File: config.mk
export PLATFORM = sky130hd
export DESIGN_NAME = indicator_led_latch_matrix
export DESIGN_NICKNAME = d
export VERILOG_FILES = /design/src/rtl/indicator_led_latch_matrix.v
export VERILOG_INCLUDE_DIRS = /design/src /design/src/rtl
export SDC_FILE = /design/constraint.sdc
export NUM_CORES = 2
export LEC_CHECK = 0
export BUFFER_PORTS_ARGS = -buffer_cell sky130_fd_sc_hd__buf_2
export CAP_MARGIN = 15
export CORE_MARGIN = 5
export CORE_UTILIZATION = 50
export DETAILED_ROUTE_END_ITERATION = 10
export HOLD_SLACK_MARGIN = 0.15
export PLACE_DENSITY = 0.68
export SYNTH_ARGS = -nofsm -noshare
export SYNTH_HDL_FRONTEND = slang
export SYNTH_SLANG_ARGS = --single-unit
File: constraint.sdc
create_clock -name pclk -period 6.6 [get_ports pclk]
set_clock_uncertainty 0.15 [all_clocks]
set_input_delay 0.33 -clock pclk [delete_from_list [all_inputs] [get_ports pclk]]
set_output_delay 0.33 -clock pclk [all_outputs]
set_load 0.02 [all_outputs]
File: src/rtl/led_matrix_defs.vh
/*
 constants for the indicator led latch matrix: register offsets, field
 positions, reset values and timing counts. assumes a 25 MHz pclk.
*/
//
// Behaviour
// fourteen leds, green or red, any source
// normal mode: led follows mapped signal
// about 10 ms on and off delay; code waits one cycle up to one 10 ms refresh period
// latched mode holds led until release
// blink option flashes led while active
// stored latches come back after restart
// store acts only together with latch
// modes: normal, latched, blink-latched
// logic reaches leds only through matrix
// twenty logic outputs are selectable sources
// 64 network inputs, 16 network errors selectable
// five comm port activity sources
// release-all clears every latched led
// panel release needs password, outside
// function key release pulse one second
// release acts only if something latched
// active mapped signal inhibits object control
// event pulses never inhibit objects
// blocking entries follow enabled stages, outside
// release also frees latched digital outputs
// one shared blink phase for all
`ifndef LED_MATRIX_DEFS_VH
`define LED_MATRIX_DEFS_VH

// register byte offsets
`define LED_CFG_BASE   8'h00
`define RELEASE_OFS    8'h40
`define LATCH_STAT_OFS 8'h44
`define LED_STAT_OFS   8'h48
`define OBJ_CFG_BASE   8'h60
`define INHIBIT_OFS    8'h80

// led config fields
`define LED_SRC_R      7:0
`define LED_RED_B      8
`define LED_MODE_R     10:9
`define LED_STORE_B    11
`define LED_CFG_RST    12'h000

// connection modes
`define MODE_NORMAL    2'b00
`define MODE_LATCHED   2'b01
`define MODE_BLINK     2'b10

// object block config fields
`define OBJ_SRC_R      7:0
`define OBJ_EN_B       8
`define OBJ_CFG_RST    9'h000

// source vector layout
`define SRC_GEN_LO     0
`define SRC_LOGIC_LO   32
`define SRC_NET_LO     52
`define SRC_ERR_LO     116
`define SRC_COMM_LO    132
`define SRC_EVT_LO     137
`define SRC_COUNT      153

// timing
`define CLK_HZ         25000000
`define LED_DELAY_MS   10
`define BLINK_HALF_MS  250
`define REFRESH_CYCLES (`LED_DELAY_MS * (`CLK_HZ / 1000))
`define BLINK_TICKS    (`BLINK_HALF_MS / `LED_DELAY_MS)

`endif

File: src/rtl/indicator_led_latch_matrix.v
/*
 front-panel indicator matrix with latch, blink and store options, a common
 latch release and the object block matrix, behind an apb slave.
 assumes all source signals come from logic on pclk; nonvolatile storage of
 latch states lives outside and hands back its copy at restart.
*/
`timescale 1ns/1ps
`default_nettype none
`include "led_matrix_defs.vh"

module indicator_led_latch_matrix #(
    parameter N_LED          = 14,
    parameter N_OBJ          = 8,
    parameter REFRESH_CYCLES = `REFRESH_CYCLES,
    parameter BLINK_TICKS    = `BLINK_TICKS
) (
    input  wire         pclk,
    input  wire         presetn,
    input  wire         psel,
    input  wire         penable,
    input  wire         pwrite,
    input  wire [7:0]   paddr,
    input  wire [31:0]  pwdata,
    output reg  [31:0]  prdata,
    output reg          pready,
    output reg          pslverr,
    input  wire [31:0]  stage_sig,
    input  wire [19:0]  logic_out,
    input  wire [63:0]  network_input_bits,
    input  wire [15:0]  network_error_bits,
    input  wire [4:0]   comm_port_activity,
    input  wire [15:0]  obj_cmd_pulse,
    input  wire         panel_release,
    input  wire         function_key_release,
    input  wire [13:0]  restore_latch,
    output reg  [13:0]  led_green,
    output reg  [13:0]  led_red,
    output reg  [7:0]   obj_inhibit,
    output reg          latched_output_release,
    output reg  [13:0]  stored_latch_state
);

    localparam SRC_N = `SRC_COUNT;

    ////////////////////////////////////////////////////////////////////////
    // source matrix

    // logic results enter only here, never straight onto a led R9
    wire [SRC_N-1:0] src_vec = {obj_cmd_pulse,
                                comm_port_activity,
                                network_error_bits,
                                network_input_bits,
                                logic_out,
                                stage_sig};

    // out-of-range selections read as inactive rather than unknown
    function pick;
        input [SRC_N-1:0] v;
        input [7:0]       idx;
        begin
            pick = (idx < SRC_N) ? v[idx] : 1'b0;
        end
    endfunction

    function is_event;
        input [7:0] idx;
        begin
            is_event = (idx >= `SRC_EVT_LO);
        end
    endfunction

    // latched and blink-latched both hold their state; code 3 acts as normal
    function latching;
        input [1:0] m;
        begin
            latching = (m == `MODE_LATCHED) || (m == `MODE_BLINK);
        end
    endfunction

    ////////////////////////////////////////////////////////////////////////
    // configuration and state

    reg [11:0] led_cfg_reg [0:N_LED-1];
    reg [8:0]  obj_cfg_reg [0:N_OBJ-1];
    reg [13:0] latch_reg;
    reg        restored_reg;
    reg [31:0] refresh_cnt_reg;
    reg        tick_reg;
    reg [7:0]  blink_cnt_reg;
    reg        blink_phase_reg;

    ////////////////////////////////////////////////////////////////////////
    // apb decode

    wire       setup_acc = psel & penable & ~pready;
    wire       done_acc  = psel & penable & pready;
    wire       led_hit   = (paddr < 8'h38) && (paddr[1:0] == 2'b00);
    wire       obj_hit   = (paddr[7:5] == 3'b011) && (paddr[1:0] == 2'b00);
    wire [3:0] led_idx   = paddr[5:2];
    wire [2:0] obj_idx   = paddr[4:2];

    // unmapped offsets answer with pslverr and leave every register alone
    reg        hit;
    reg [31:0] rd_data;
    integer    k;

    always @* begin
        hit = 1'b1;
        rd_data = 32'h0000_0000;
        if (led_hit) begin
            rd_data[11:0] = led_cfg_reg[led_idx];
        end else if (obj_hit) begin
            rd_data[8:0] = obj_cfg_reg[obj_idx];
        end else begin
            case (paddr)
                // the release register reads 0; the request is the write itself
                `RELEASE_OFS:    rd_data = 32'h0000_0000;
                `LATCH_STAT_OFS: rd_data[13:0] = latch_reg;
                `LED_STAT_OFS:   rd_data = {2'b00, led_red, 2'b00, led_green};
                `INHIBIT_OFS:    rd_data[7:0] = obj_inhibit;
                default:         hit = 1'b0;
            endcase
        end
    end

    always @(posedge pclk or negedge presetn) begin
        if (!presetn) begin
            pready  <= 1'b0;
            pslverr <= 1'b0;
            prdata  <= 32'h0000_0000;
        end else begin
            pready  <= setup_acc;
            pslverr <= setup_acc & ~hit;
            prdata  <= (setup_acc & ~pwrite) ? rd_data : 32'h0000_0000;
        end
    end

    // writes land at the edge that completes the transfer
    always @(posedge pclk or negedge presetn) begin
        if (!presetn) begin
            for (k = 0; k < N_LED; k = k + 1)
                led_cfg_reg[k] <= `LED_CFG_RST;
            for (k = 0; k < N_OBJ; k = k + 1)
                obj_cfg_reg[k] <= `OBJ_CFG_RST;
        end else if (done_acc & pwrite) begin
            if (led_hit)
                led_cfg_reg[led_idx] <= pwdata[11:0];
            if (obj_hit)
                obj_cfg_reg[obj_idx] <= pwdata[8:0];
        end
    end

    ////////////////////////////////////////////////////////////////////////
    // refresh tick and shared blink divider

    // a shared 10 ms refresh instead of per-led timers keeps area small;
    // the delay lands between one cycle and one refresh period
    always @(posedge pclk or negedge presetn) begin
        if (!presetn) begin
            refresh_cnt_reg <= 32'h0000_0000;
            tick_reg        <= 1'b0;
            blink_cnt_reg   <= 8'h00;
            blink_phase_reg <= 1'b0;
        end else begin
            tick_reg <= 1'b0;
            if (refresh_cnt_reg == REFRESH_CYCLES - 1) begin
                refresh_cnt_reg <= 32'h0000_0000;
                tick_reg        <= 1'b1;
            end else begin
                refresh_cnt_reg <= refresh_cnt_reg + 32'h0000_0001;
            end
            if (tick_reg) begin
                if (blink_cnt_reg == BLINK_TICKS - 1) begin
                    blink_cnt_reg   <= 8'h00;
                    blink_phase_reg <= ~blink_phase_reg;
                end else begin
                    blink_cnt_reg <= blink_cnt_reg + 8'h01;
                end
            end
        end
    end

    ////////////////////////////////////////////////////////////////////////
    // led behaviour

    reg  [13:0] sig_vec;
    reg  [13:0] lit_vec;
    reg  [13:0] latch_set;
    reg  [13:0] red_vec;
    reg  [13:0] store_eff;
    reg  [13:0] latch_mask;
    reg  [13:0] led_green_next;
    reg  [13:0] led_red_next;
    reg  [1:0]  mode;
    integer     i;

    // blinking leds read the one shared phase, so they all toggle together

    always @* begin
        sig_vec   = 14'h0000;
        lit_vec   = 14'h0000;
        latch_set = 14'h0000;
        red_vec   = 14'h0000;
        store_eff = 14'h0000;
        latch_mask = 14'h0000;
        mode      = `MODE_NORMAL;
        for (i = 0; i < N_LED; i = i + 1) begin
            mode       = led_cfg_reg[i][`LED_MODE_R];
            sig_vec[i] = pick(src_vec, led_cfg_reg[i][`LED_SRC_R]);
            red_vec[i] = led_cfg_reg[i][`LED_RED_B];
            latch_mask[i] = latching(mode);
            store_eff[i]  = led_cfg_reg[i][`LED_STORE_B] & latch_mask[i];
            case (mode)
                `MODE_LATCHED: begin
                    latch_set[i] = sig_vec[i];
                    lit_vec[i]   = sig_vec[i] | latch_reg[i];
                end
                `MODE_BLINK: begin
                    latch_set[i] = sig_vec[i];
                    lit_vec[i]   = (sig_vec[i] | latch_reg[i]) &
                                   blink_phase_reg;
                end
                default: begin
                    lit_vec[i] = sig_vec[i];
                end
            endcase
        end
        led_green_next = lit_vec & ~red_vec;
        led_red_next   = lit_vec & red_vec;
    end

    // panel password and key pulse length are checked before these arrive
    wire sw_release = done_acc & pwrite & (paddr == `RELEASE_OFS) & pwdata[0];
    wire hw_release = panel_release | function_key_release;
    wire rel_req    = sw_release | hw_release;
    // restored bits under a normal-mode led are not a live latch
    wire rel_now    = rel_req & (|(latch_reg & latch_mask));
    reg  [13:0] latch_next;

    // a set in the release cycle survives the release
    always @* begin
        if (!restored_reg) begin
            latch_next = restore_latch;
        end else begin
            latch_next = (rel_now ? 14'h0000 : latch_reg) |
                         (tick_reg ? latch_set : 14'h0000);
        end
    end

    // stored state trails the latch by one cycle; the outside store samples it

    always @(posedge pclk or negedge presetn) begin
        if (!presetn) begin
            latch_reg              <= 14'h0000;
            restored_reg           <= 1'b0;
            led_green              <= 14'h0000;
            led_red                <= 14'h0000;
            latched_output_release <= 1'b0;
            stored_latch_state     <= 14'h0000;
        end else begin
            restored_reg           <= 1'b1;
            latch_reg              <= latch_next;
            latched_output_release <= rel_now;
            stored_latch_state     <= latch_reg & store_eff;
            if (tick_reg) begin
                led_green <= led_green_next;
                led_red   <= led_red_next;
            end
        end
    end

    ////////////////////////////////////////////////////////////////////////
    // object block matrix

    integer     j;
    reg  [7:0]  obj_inhibit_next;

    // event sources are masked so a short command pulse never locks an object
    always @* begin
        obj_inhibit_next = 8'h00;
        for (j = 0; j < N_OBJ; j = j + 1) begin
            obj_inhibit_next[j] = obj_cfg_reg[j][`OBJ_EN_B] &
                                  pick(src_vec, obj_cfg_reg[j][`OBJ_SRC_R]) &
                                  ~is_event(obj_cfg_reg[j][`OBJ_SRC_R]);
        end
    end

    always @(posedge pclk or negedge presetn) begin
        if (!presetn) begin
            obj_inhibit <= 8'h00;
        end else begin
            obj_inhibit <= obj_inhibit_next;
        end
    end

endmodule

`default_nettype wire

==> reports/results.md <==
| Step | Quantity | This run |
|---|---|---|
| logic synthesis | Flop and latch count out of synthesis | 378 |
| critical path | CP Cell Sequence | buf_4 -> mux4_2 -> mux4_2 -> nand2_1 -> a21oi_1 -> nor4_2 -> o21ai_1 -> a32o_1 |
| floorplan | Top-level port count | 299 |
| drt | Routed length per placed instance | 37.65 um |
| sta | Final critical delay including setup and external delays | 4.323 ns |
| floorplan | DIE HEIGHT | 313.2 um |
| sta | Finish-stage setup viols | 0 |
| clock tree | Number of H-tree levels | 2 |
| drt | First DRT Iteration DRCs | 7,880 |
| logic synthesis | Main combinational cell family by area after synthesis | multiplexers |
| floorplan | Core area | 0.09139 mm2 |
| final layout | Top library cells by usage in the layout, fill and taps aside | sky130_fd_sc_hd__mux4_2, sky130_fd_sc_hd__dfrtp_1, sky130_fd_sc_hd__mux2i_1 |
| clock tree | Deepest clock path buffer count | 3 |
| critical path | Worst-path fanout max | 24 |
| clock tree | CTS root buf | sky130_fd_sc_hd__clkbuf_16 |
| logic synthesis | Simple-gate share of the synthesized area | 7.244% |
| placed design | Port-buffer cells | 274 |
| logic synthesis | Fraction of the yosys area taken by sequential cells | 20.58% |
| sta | Final count of hold timing violations | 0 |
| critical path | Setup crit start kind | flip-flop |
| drt | Final wirelength | 180,700 um |
| clock tree | CTS tree | done |
| drt | Remaining design rule violation count | 0 |
| clock tree | Clk slew on worst S/H paths | 0.07 ns |
| final layout | Post-Route Utilization | 52.78% |
| min path | Worst hold-check path type | input pin to flip-flop |
| logic synthesis | Area of the mapped netlist | 0.04596 mm2 |
| logic synthesis | Fraction of registers with async set or reset after synthesis | 100.0% |
| logic synthesis | Adder and majority gate portion of the synthesized area | 0.8439% |
| grt | GR Overflow Total | 0 |
| floorplan | Num rows | 111 |
| placed design | Final HPWL DP | 126,400 um |
| clock tree | Clock buffer count from CTS | 38 |
| critical path | Largest stage delay on the critical path | 0.84 ns |
| logic synthesis | Number of instances in the synthesized netlist | 3,808 |
| logic synthesis | Complex-gate fraction of the synthesized area | 8.336% |
| logic synthesis | Flip-flop cell with the highest count after synthesis | sky130_fd_sc_hd__dfrtp_1 |
| floorplan | Effective utilization at floorplan | 50.29% |
| logic synthesis | YS warnings | 0 |
| sta | Unrepaired setup endpoints after global routing | no |
| outcome | Outcome | completed |
| final layout | Final layout net count | 3,816 |
| drt | Routed Antenna Nets | 0 |
| logic synthesis | Xor/xnor cell area share of the yosys netlist | 0.7241% |
| pwr | Worst VDD drop | 158.8 uV |
| logic synthesis | Share of Yosys cell area claimed by the top area cell type | 41.99% |
| pwr | Final total power | 6.047 mW |
| logic synthesis | Number of synthesized flops with an enable pin | 0 |
| floorplan | Die Span X | 313.2 um |
| logic synthesis | Avg Synthesized Cell Area | 12.07 um2 |
| grt | Vias in the first global route | 37,950 |
| clock tree | Number of clock sinks | 378 |
| drt | Total via count after detailed routing | 39,510 |
| logic synthesis | Leading post-synthesis cells by cell area | sky130_fd_sc_hd__mux4_2, sky130_fd_sc_hd__dfrtp_1, sky130_fd_sc_hd__mux2i_1, sky130_fd_sc_hd__mux2_2, sky130_fd_sc_hd__clkbuf_1 |
| placed design | Last weighted congestion value of the routability-driven placer | 1.008 |
| job | Max Cap Viol | 0 |
| sta | Achievable frequency | 0.2313 GHz |
| grt | Total track usage | 35.82% |
| sta | Worst relative slew slack | 0.1232% |
| sta | Ratio of final minimum period to clock period | 65.50% |
| grt | Wire length of the first global-routing pass | 263,500 um |
| drt | Pre-Repair DR Iteration Count | 9 |
| sta | Transition time at the pin with the least slew margin | 1.498 ns |
| drt | Drt via density | 8.231 |
| logic synthesis | Top cell type by total area after synthesis | sky130_fd_sc_hd__mux4_2 |
| final layout | Share of final-layout standard cells stronger than drive strength 1 | 42.88% |
| logic synthesis | Post-synth cell types | 83 |
| critical path | Critical path start-end classification | flip-flop to flip-flop |
| sta | Final max-slew violation count | 0 |
| critical path | Nature of the critical path endpoint | flip-flop |
| logic synthesis | Post-synthesis mux area share | 54.91% |
| critical path | Data arrival time of the critical path | 4.61 ns |
| critical path | Cell with the largest stage delay on the worst path | sky130_fd_sc_hd__dfrtp_2 |
| critical path | Required arrival time at the worst endpoint | 6.89 ns |
| final layout | Number of flip-flops in the largest register | 166 |
| sta | Total negative slack for setup checks | 0 ns |
| floorplan | Die area | 0.09808 mm2 |
| clock tree | Clock Latency Late Sink | 0.56 ns |
| pwr | Total leakage power | 16.46 nW |
| final layout | Area delta synth->final | 4.941% |
| pwr | Power density over the cells | 125.4 mW/mm2 |
| grt | Initial antenna violation count | 12 |
| critical path | Library cell appearing most often on the critical path | sky130_fd_sc_hd__mux4_2 |
| final layout | Most common cell after layout, fill and taps aside | sky130_fd_sc_hd__mux4_2 |
| grt | Largest net degree at the start of global routing | 169 |
## where the power goes
part,internal [mW],leakage [nW],switching (mW)
Combinational,0.535,10.9,0.807
Sequential,2.33,4.93,0.0329
Clock,1.38,0.648,0.964
Total,4.24,16.5,1.80
## synthesized netlist by cell type, types with 11 or more instances
library cell	n
sky130_fd_sc_hd__mux2_2	214
sky130_fd_sc_hd__a211o_1	13
sky130_fd_sc_hd__mux4_1	25
sky130_fd_sc_hd__a22o_1	11
sky130_fd_sc_hd__and2_1	25
sky130_fd_sc_hd__nor3_1	53
sky130_fd_sc_hd__xor2_1	19
sky130_fd_sc_hd__buf_4	43
sky130_fd_sc_hd__inv_1	110
sky130_fd_sc_hd__xnor2_1	19
sky130_fd_sc_hd__buf_1	62
sky130_fd_sc_hd__o22ai_1	51
sky130_fd_sc_hd__nand2_1	197
sky130_fd_sc_hd__ha_1	31
sky130_fd_sc_hd__o211ai_1	33
sky130_fd_sc_hd__a31oi_1	27
sky130_fd_sc_hd__nand2b_1	28
sky130_fd_sc_hd__nand4_1	14
sky130_fd_sc_hd__clkbuf_1	453
sky130_fd_sc_hd__nor4_1	21
sky130_fd_sc_hd__nand3b_1	19
sky130_fd_sc_hd__o221ai_1	73
sky130_fd_sc_hd__or3_1	12
sky130_fd_sc_hd__a2111oi_0	14
sky130_fd_sc_hd__o41ai_1	14
sky130_fd_sc_hd__a21oi_1	87
sky130_fd_sc_hd__a211oi_1	20
sky130_fd_sc_hd__or4_1	20
sky130_fd_sc_hd__o21ai_0	79
sky130_fd_sc_hd__buf_2	88
sky130_fd_sc_hd__nor2b_1	43
sky130_fd_sc_hd__mux4_2	857
sky130_fd_sc_hd__buf_6	16
sky130_fd_sc_hd__mux2i_1	283
sky130_fd_sc_hd__dfrtp_1	378
sky130_fd_sc_hd__nor2_1	124
sky130_fd_sc_hd__nand3_1	41
sky130_fd_sc_hd__a22oi_1	26
## cell families (layout without fill, tap and decap cells)
kind of cell | after synthesis | after routing
and+or+nand+nor | 654 | 654
xor gates and xnor gates | 38 | 38
muxes | 1381 | 1381
DFF | 378 | 378
AOI/OAI and AO/OA | 543 | 543
buffers and inverters | 781 | 571
adders and majority gates | 31 | 31
other | 2 | 18
## through the flow
stage,area (um2),hold WS (ns),std cells,setup slack [ns]
after global routing,48210,0.1914,4790,2.167
after global placement,46600,0.2871,4690,2.583
final,48230,0.1720,4800,2.277
after detailed placement,46600,0.2869,4690,2.507
after CTS,48180,0.1570,4785,2.506
after floorplan,45970,-0.1156,3811,3.813
## layer usage
layer | wire (um) | track usage, %
met5 | 196 | 0.5435
met4 | 9770 | 12.20
met3 | 33680 | 16.85
met2 | 77190 | 52.99
met1 | 59860 | 46.80
## path summary, 6_finish.rpt
path,slack [ns],depth (start not counted),to,start
setup / recovery,2.28,8,led_red[3],led_cfg_reg[120]
hold / removal,0.17,3,led_cfg_reg[159],pwdata[3]
setup reg to reg,2.28,8,led_red[3],led_cfg_reg[120]
hold reg to reg,0.32,1,blink_cnt_reg[7],blink_cnt_reg[7]
max in group asynchronous,4.40,3,obj_cfg_reg[45],presetn
min in group asynchronous,0.25,2,led_cfg_reg[118],presetn
## cell type report
class | count | area [um2]
diodes | 13 | 32.53
clock buffers | 54 | 1071
fillers | 7691 | 43150
repair buffers | 388 | 2325
well taps | 1186 | 1484
multi-input cells | 2652 | 33150
flip-flops and latches | 378 | 9493
inverters | 113 | 424.2
clock inverters | 16 | 251.5
## worst max-delay path, delay by kind of cell, from the launching register on
| kind | cells | cell delay, ns |
|---|---|---|
| AOI/OAI and AO/OA | 3 | 0.77 |
| buffers and inverters | 1 | 0.47 |
| DFF | 1 | 0.84 |
| muxes | 2 | 1.02 |
| and+or+nand+nor | 2 | 0.91 |
## what timing repair did
item | 4_1_cts | 5_1_grt
hold buffers | 25 | 0
hold endpoints to repair | 151 | 0
setup buffers | 0 | 0
resized for setup | 0 | 0
(Power assumes the default switching activity.)
